$ cat src/plp_pkg.sv
package plp_pkg;
   // ---------------------------------------------------------------
   // Widths
   // ---------------------------------------------------------------
   localparam int CMP_W = 16;
   localparam int TMR_W = 16;
   // ---------------------------------------------------------------
   // Reset values and counter steps
   // ---------------------------------------------------------------
   localparam logic [TMR_W-1:0] CNT_ZERO = 16'h0000;
   localparam logic [TMR_W-1:0] CNT_ONE  = 16'h0001;
   localparam logic             BIT_RST  = 1'h0;
   // Edge timer phases
   typedef enum logic [1:0] {
      PLP_IDLE,
      PLP_DELAY,
      PLP_PULSE
   } plp_edge_t;
endpackage

$ cat src/plp_delay_timer.sv
`timescale 1ns/1ns
`default_nettype none
module plp_delay_timer
   import plp_pkg::*;
(
   // Clock and reset
   input  wire logic             clk_sys,
   input  wire logic             rst_b,
   // Settings, in processing intervals
   input  wire logic [TMR_W-1:0] pickupCnt,
   input  wire logic [TMR_W-1:0] dropoutCnt,
   // Input and output
   input  wire logic             inA,
   output logic                  outB
);
   // ---------------------------------------------------------------
   // Pickup and dropout counting
   // ---------------------------------------------------------------
   logic [TMR_W-1:0] count;
   logic [TMR_W-1:0] next_count;
   logic             state;
   logic             next_state;

   always_comb begin
      next_count = CNT_ZERO;
      next_state = state;
      if (!state) begin
         if (inA) begin
            if (count + CNT_ONE >= pickupCnt) begin
               next_state = 1'b1;
            end else begin
               next_count = count + CNT_ONE;
            end
         end
      end else begin
         if (!inA) begin
            if (count + CNT_ONE >= dropoutCnt) begin
               next_state = 1'b0;
            end else begin
               next_count = count + CNT_ONE;
            end
         end
      end
   end

   always_ff @(posedge clk_sys) begin
      if (!rst_b) begin
         count <= CNT_ZERO;
         state <= BIT_RST;
      end else begin
         count <= next_count;
         state <= next_state;
      end
   end

   // Combinational so zero settings act in the same interval
   always_comb begin
      if (!state) begin
         outB = inA && (pickupCnt == CNT_ZERO);
      end else begin
         outB = !(!inA && (dropoutCnt == CNT_ZERO));
      end
   end
endmodule
`default_nettype wire

$ cat src/plp_primitives.sv
// Notes on behaviour
// - Comparator high only when A exceeds B
// - XOR high when inputs differ
// - NOR high when no input asserted
// - AND needs all; OR needs any
// - AND with inverted second input
// - NAND high when any input low
// - Delay timer picks up after full delay
// - Zero pickup: output rises same interval
// - Zero dropout: output falls same interval
// - Edge timer starts on rising edge
// - Edge timer pulse lasts configured duration
// - Zero pulse duration gives one interval
// - Edge timer ignores input while running
// - Latch sets on S, clears on R
// - Falling edge gives one-interval pulse
`timescale 1ns/1ns
`default_nettype none
module plp_primitives
   import plp_pkg::*;
(
   // Clock and reset
   input  wire logic             clk_sys,
   input  wire logic             rst_b,
   // Comparator
   input  wire logic [CMP_W-1:0] cmpA,
   input  wire logic [CMP_W-1:0] cmpB,
   output logic                  cmpOut,
   // Gates
   input  wire logic             gateA,
   input  wire logic             gateB,
   output logic                  orOut,
   output logic                  xorOut,
   output logic                  norOut,
   output logic                  andOut,
   output logic                  andInvOut,
   output logic                  nandOut,
   // Delay timer
   input  wire logic [TMR_W-1:0] dlyPickup,
   input  wire logic [TMR_W-1:0] dlyDropout,
   input  wire logic             dlyIn,
   output logic                  dlyOut,
   // Edge trigger timer
   input  wire logic [TMR_W-1:0] edgDelay,
   input  wire logic [TMR_W-1:0] edgPulse,
   input  wire logic             edgIn,
   output logic                  edgOut,
   // Set/reset latch
   input  wire logic             latSet,
   input  wire logic             latReset,
   output logic                  latOut,
   // Falling edge detector
   input  wire logic             fallIn,
   output logic                  fallOut
);
   // ---------------------------------------------------------------
   // Comparator and gates
   // ---------------------------------------------------------------
   logic next_cmpOut;
   logic next_orOut;
   logic next_xorOut;
   logic next_norOut;
   logic next_andOut;
   logic next_andInvOut;
   logic next_nandOut;

   always_comb begin
      next_cmpOut    = cmpA > cmpB;
      next_orOut     = gateA | gateB;
      next_xorOut    = gateA ^ gateB;
      next_norOut    = ~(gateA | gateB);
      next_andOut    = gateA & gateB;
      next_andInvOut = gateA & ~gateB;
      next_nandOut   = ~(gateA & gateB);
   end

   always_ff @(posedge clk_sys) begin
      if (!rst_b) begin
         cmpOut    <= BIT_RST;
         orOut     <= BIT_RST;
         xorOut    <= BIT_RST;
         norOut    <= BIT_RST;
         andOut    <= BIT_RST;
         andInvOut <= BIT_RST;
         nandOut   <= BIT_RST;
      end else begin
         cmpOut    <= next_cmpOut;
         orOut     <= next_orOut;
         xorOut    <= next_xorOut;
         norOut    <= next_norOut;
         andOut    <= next_andOut;
         andInvOut <= next_andInvOut;
         nandOut   <= next_nandOut;
      end
   end

   // ---------------------------------------------------------------
   // Delay timer
   // ---------------------------------------------------------------
   logic dlyRaw;

   plp_delay_timer uDelay (
      .clk_sys    (clk_sys),
      .rst_b      (rst_b),
      .pickupCnt  (dlyPickup),
      .dropoutCnt (dlyDropout),
      .inA        (dlyIn),
      .outB       (dlyRaw)
   );

   always_ff @(posedge clk_sys) begin
      if (!rst_b) begin
         dlyOut <= BIT_RST;
      end else begin
         dlyOut <= dlyRaw;
      end
   end

   // ---------------------------------------------------------------
   // Edge trigger timer
   // ---------------------------------------------------------------
   plp_edge_t        edgState;
   plp_edge_t        next_edgState;
   logic [TMR_W-1:0] edgCount;
   logic [TMR_W-1:0] next_edgCount;
   logic             edgPrev;
   logic             next_edgOut;

   always_comb begin
      next_edgState = edgState;
      next_edgCount = edgCount;
      next_edgOut   = 1'b0;
      case (edgState)
         PLP_IDLE: begin
            next_edgCount = CNT_ZERO;
            if (edgIn && !edgPrev) begin
               if (edgDelay == CNT_ZERO) begin
                  next_edgState = PLP_PULSE;
                  next_edgOut   = 1'b1;
               end else begin
                  next_edgState = PLP_DELAY;
                  next_edgCount = CNT_ONE;
               end
            end
         end
         PLP_DELAY: begin
            if (edgCount >= edgDelay) begin
               next_edgState = PLP_PULSE;
               next_edgCount = CNT_ZERO;
               next_edgOut   = 1'b1;
            end else begin
               next_edgCount = edgCount + CNT_ONE;
            end
         end
         PLP_PULSE: begin
            if (edgCount + CNT_ONE >= edgPulse) begin
               next_edgState = PLP_IDLE;
               next_edgCount = CNT_ZERO;
            end else begin
               next_edgCount = edgCount + CNT_ONE;
               next_edgOut   = 1'b1;
            end
         end
         default: begin
            next_edgState = PLP_IDLE;
            next_edgCount = CNT_ZERO;
         end
      endcase
   end

   always_ff @(posedge clk_sys) begin
      if (!rst_b) begin
         edgState <= PLP_IDLE;
         edgCount <= CNT_ZERO;
         edgPrev  <= BIT_RST;
         edgOut   <= BIT_RST;
      end else begin
         edgState <= next_edgState;
         edgCount <= next_edgCount;
         edgPrev  <= edgIn;
         edgOut   <= next_edgOut;
      end
   end

   // ---------------------------------------------------------------
   // Latch and falling edge
   // ---------------------------------------------------------------
   logic next_latOut;
   logic fallPrev;
   logic next_fallOut;

   always_comb begin
      if (latReset) begin
         next_latOut = 1'b0;
      end else if (latSet) begin
         next_latOut = 1'b1;
      end else begin
         next_latOut = latOut;
      end
      next_fallOut = fallPrev && !fallIn;
   end

   always_ff @(posedge clk_sys) begin
      if (!rst_b) begin
         latOut   <= BIT_RST;
         fallPrev <= BIT_RST;
         fallOut  <= BIT_RST;
      end else begin
         latOut   <= next_latOut;
         fallPrev <= fallIn;
         fallOut  <= next_fallOut;
      end
   end
endmodule
`default_nettype wire

$ cat config.mk
export PLATFORM = sky130hd
export DESIGN_NAME = plp_primitives
export DESIGN_NICKNAME = d
export VERILOG_FILES = /design/src/plp_pkg.sv /design/src/plp_delay_timer.sv /design/src/plp_primitives.sv
export SDC_FILE = /design/constraint.sdc
export NUM_CORES = 1
export LEC_CHECK = 0
export ABC_AREA = 0
export BUFFER_PORTS_ARGS = -buffer_cell sky130_fd_sc_hd__buf_2
export CAP_MARGIN = 0
export CORE_MARGIN = 2
export CORE_UTILIZATION = 57
export DETAILED_ROUTE_END_ITERATION = 12
export PLACE_DENSITY_LB_ADDON = 0.25
export SLEW_MARGIN = 20
export SYNTH_ARGS = -nofsm -noshare
export SYNTH_HDL_FRONTEND = slang
export SYNTH_SLANG_ARGS = --single-unit
$ cat constraint.sdc
create_clock -name clk_sys -period 4.7 [get_ports clk_sys]
set_input_delay 0.94 -clock clk_sys [delete_from_list [all_inputs] [get_ports clk_sys]]
set_output_delay 0.94 -clock clk_sys [all_outputs]
set_load 0.02 [all_outputs]
# == Word level (Yosys, flattened, before mapping) ==
# Cells that the tools add are included.
# W data, S select, Z words.
# word_totals
ff_bits,48
input_bits,105
output_inout_bits,11
wordCells,77
# op_classes
n_addsub,2
magnitude_cmp,5
eq_ne,5
n_mux,26
n_bitwise,8
n_reduce_logical,14
# op_table
operator,count
$mux W16,7
$ge A16 B16 Y1,4
$logic_not A16 Y1,3
$pmux W16 S3,1
$add A16 B1 Y16 const B,2
$gt A16 B16 Y1,1
$mux W1,12
$mux W2,4
$ne A2 B2 Y1 const B,3
$pmux W2 S3,1
$logic_and A1 B1 Y1,4
$logic_not A1 Y1,4
$not A1 Y1,4
$pmux W1 S3,1
$reduce_and A3 Y1,1
$and A1 B1 Y1,2
$eq A2 B1 Y1 const B,1
$eq A2 B2 Y1 const B,1
$logic_not A2 Y1,1
$reduce_or A2 Y1,1
$or A1 B1 Y1,1
$xor A1 B1 Y1,1

# == Logic depth before layout (Yosys ltp) ==
# depth
ltp_word,5
depth_mapped,15
depth_no_buf,14

# == Modules after synthesis ==
# A second synthesis with hierarchy kept.
# unflattened
cells_unflattened,500
hier_area_um2,4232.8
# by_module_without_submodules
mod,n_inst,cells_per_inst,area_per_inst_um2,seq_area_each_um2
plp_primitives,1,301,2532.4,620.6
plp_delay_timer,1,199,1700.4,340.3

# == Worst setup path after synthesis ==
# OpenSTA, ideal clock, no wires.
# synth_path
kind,register to register
from,reg uDelay.count[0]
to,reg uDelay.count[0]
setup_ns,0.064
arrival_ns,2.736
required_ns,4.636
slack_ns,1.900
stages_incl_launch_ff,15
n_path_buf,1
period_less_slack_ns,2.800
cell_sequence,dfxtp_1 -> ha_1 -> nand4_1 -> inv_1 -> and3_1 -> and2_1 -> xnor2_1 -> inv_1 -> ha_1 -> o2111a_1 -> a2111oi_0 -> o21ai_1 -> o22a_1 -> buf_2 -> nor2_1
# synth_via
elab_chain_len,5
word_cells_on_any_way,8
classes_between,add/sub: 1; order compare: 2; mux: 5
# synth_rtl
element,line,text
start: declaration,plp_delay_timer.sv:19,logic [TMR_W-1:0] count;
start signal: assignment,plp_delay_timer.sv:51,count <= next_count;
$add A16 B1 Y16 (*),n/a,
"$ge A16 B16 Y1, on equally long branches","plp_delay_timer.sv:29, plp_delay_timer.sv:37",
"$mux W16, on equally long branches","plp_delay_timer.sv:29, plp_delay_timer.sv:37",
"$mux W16, on equally long branches","plp_delay_timer.sv:28, plp_delay_timer.sv:36",
$mux W16 (*),plp_delay_timer.sv:27,if (!state) begin
# Every way passes the cells marked *; elsewhere a longest branch is shown, timed or not.
# A chain may end at the register's enable or synchronous reset.

# == Final worst setup path ==
# layout_path
from,reg uDelay.count[0]
to,reg uDelay.count[1]
# Same word-level chain as after synthesis.

==> results.yml <==
critical_path:
  critPathSlowestCell: "dfxtp_1"
  cp_top_family: "compound AO/OA/AOI/OAI gates"
  startpoint_type: "register"
  crit_type: "register to register"
  required_ps: 4940
  worstPathArrival_ps: 3440
  path_cells: "ha_1, nand4_1, inv_1, and3_1, nand2_1, xor2_1, inv_1, ha_1, o21ai_1, o21ai_1, a2111oi_0, o21ai_1, o22a_1, nor2b_1"
  cpMostUsedCell: "o21ai_1"
  critPathMaxFanout: 16
  max_stage_delay_ps: 440
  path_buf_inv: 2
  cp-end-kind: "register"
sta:
  worst_pin_slew_ps: 555
  setup_viol: 0
  drv_slew: 0
  slew_headroom_pct: 63.0
  setup_tns_ps: 0
  holdWs_ps: 481
  max_freq_mhz: 312
  post-route-period-util_pct: 68.1
  setup_ws_ps: 1500
  period_needed_ps: 3200
  clock_skew_ps: 14.8
  hold_violations: 0
  grt_setup_unrepaired: "false"
finish:
  drive_gt1_share_pct: 20.5
  final_cells: 712
  syn_to_final_growth_pct: 19.2
  final_nets: 804
  multi_input_area_um2: 2650
  nFillCells: 578
  final-seq-area_um2: 961
synth:
  netlist_area_um2: 3990
  ys_async_sr_fraction_pct: 0
  syn_area_per_cell_um2: 8.07
  synthTopCellsByArea: "ha_1 (27%), dfxtp_1 (24%), inv_1 (9.1%), xnor2_1 (3.9%), nor2b_1 (3.8%)"
  yosysWarnings: 0
  synth_edf_count: 0
  synth_top_area_share_pct: 26.6
  synthFlopType: "dfxtp_1"
  synth_top_area_cell: "ha_1"
  synth_seq_cells: 48
  synth_fp_nets: 685
  ys_types: 47
  yosysSeqAreaShare_pct: 24.1
  syn-instance-count: 495
floorplan:
  dieHeight_um: 87.7
  pin_count: 116
  dieArea_um2: 7690
  std_cell_rows: 30
  start_util_pct: 58.8
  core_um2: 6790
  die_width_um: 87.7
detailed_routing:
  postRouteAntennaNets: 0
  wirelength_um: 8970
  firstDrtPassIters: 4
  wl_per_cell_um: 12.6
  via_per_inst: 5.17
  drtIter0Drc: 120
  drc: 0
  num_vias: 3680
clocking:
  post_cts_buffers: 0
  cts_tree: "done"
  cts_buffers: 5
  clock_latency_ps: 300
  clock_path_buffers: 2
  cts.htree.levels: 2
  cts_repair_resize_count: 0
  cts.sinks: 48
  clk_pin_slew_ps: 90
  ctsHoldBuffers: 0
  root_buffer: "clkbuf_8"
global_route:
  antenna_found_initial: 1
  grt_pass1_vias: 3625
  grt_pass1_wl_um: 15000
  overflow: 0
  grt_max_degree: 18
  groute.usage.overall_pct: 24.2
placement:
  dpl.cell_count: 703
  dpl.hpwl_um: 7870
  gp_congestion: 0.900
  port_buffers: 115
  dpl_worst_slack_ps: 1520
power_and_ir_drop:
  p_leak_nw: 2.77
  ir_worst_vdd_mv: 0.141
  pwr_density_cell_nw_per_um2: 175
min_path:
  hold_class: "register to register"
run_status:
  status: "complete, no violations"
flow_run:
  max_cap_violations: 0
## per-stage QoR
stage | total power, W | util [%] | area (um2)
floorplan | 0.000519 | - | 3990
global placement | 0.000588 | 68.7 | 4670
detailed placement | 0.000596 | 68.7 | 4670
CTS | 0.000837 | 70.0 | 4760
global route | 0.000878 | 70.0 | 4760
finish | 0.000831 | 70.0 | 4760
## kinds of logic (layout without fill, tap and decap cells)
logic type | count (synthesis) | after routing | share of synthesized area (%)
adder cells (fa/ha/maj) | 85 | 85 | 26.6
flip-flops | 48 | 48 | 24.1
other | 0 | 1 | 0
buffers and inverters | 100 | 220 | 9.62
AND/OR/NAND/NOR | 158 | 158 | 21.1
XOR/XNOR | 28 | 28 | 6.14
AO/OA/AOI/OAI | 76 | 76 | 12.4
## layer usage
metal  vias to the layer above  share of wire (%)  global-route usage, %
met4                         0                1.1                   6.15
met5                         -                  0                      0
li1                       1916                  -                      -
met3                        11                5.8                   5.00
met2                        95                 47                   42.0
met1                      1658                 46                   30.6
## cells in the final DEF (no fill, tap or decap), types with 2 or more instances in the layout
cell type / Yosys / routed
nand2_1: 28 / 28
inv_1: 97 / 97
o21a_1: 4 / 4
a21o_1: 8 / 8
clkbuf_8: 0 / 5
xnor2_1: 18 / 18
nor3_1: 2 / 2
xor2_1: 10 / 10
a211oi_1: 5 / 5
nor2_1: 32 / 32
and2_1: 7 / 7
nor4_1: 12 / 12
nor2b_1: 24 / 24
o211ai_1: 2 / 2
o21ai_0: 10 / 10
and3_1: 13 / 13
nand3_1: 14 / 14
nand4_1: 12 / 12
ha_1: 85 / 85
a21oi_1: 24 / 24
nand2b_1: 5 / 5
dfxtp_1: 48 / 48
and4_1: 2 / 2
a2111oi_0: 3 / 3
buf_2: 1 / 115
clkinv_2: 0 / 2
o21ai_1: 7 / 7
## cells in the mapped netlist (10+ instances only)
cell / n
a21oi_1: 24
and3_1: 13
dfxtp_1: 48
ha_1: 85
inv_1: 97
nand2_1: 28
nand3_1: 14
nand4_1: 12
nor2_1: 32
nor2b_1: 24
nor4_1: 12
o21ai_0: 10
xnor2_1: 18
xor2_1: 10
## final cells by class
class	instances	area share [%]
tap	96	2.52
timing repair buffer	115	12.1
inverter	97	7.65
sequential	48	20.2
antenna	1	0.0526
clock buffer	5	1.45
clock inverter	3	0.394
multi-input combinational	347	55.6
## worst reg2reg max path, delay by kind of cell (launching register included)
kind                       cells  cell delay, ps
xor gates and xnor gates       1             200
buffers and inverters          2             180
DFF                            1             440
and+or+nand+nor                4             640
adders and majority gates      2             540
AOI/OAI and AO/OA              5            1140
## flip-flops by register name, summed over array words and instances, names as in the netlist
register,flops
latOut,1
edgCount,16
dlyOut,1
uDelay.count,16
cmpOut,1
fallPrev,1
edgState,2
norOut,1
fallOut,1
edgPrev,1
nandOut,1
andOut,1
orOut,1
andInvOut,1
xorOut,1
edgOut,1
uDelay.state,1
## path summary, 6_finish.rpt
check / depth (start not counted) / start / endpoint / slack [ps]
setup / recovery: 14 / uDelay.count[0] / uDelay.count[1] / 1500
hold / removal: 1 / fallPrev / fallOut / 480
setup reg to reg: 14 / uDelay.count[0] / uDelay.count[1] / 1500
hold reg to reg: 1 / fallPrev / fallOut / 480
## report_power, final
part           internal [W]  switching [W]  total (W)
Sequential         0.000414     0.00000458   0.000419
Combinational     0.0000817      0.0000863   0.000168
Clock              0.000104       0.000140   0.000244
Total              0.000600       0.000231   0.000831
(Power assumes the default switching activity.)
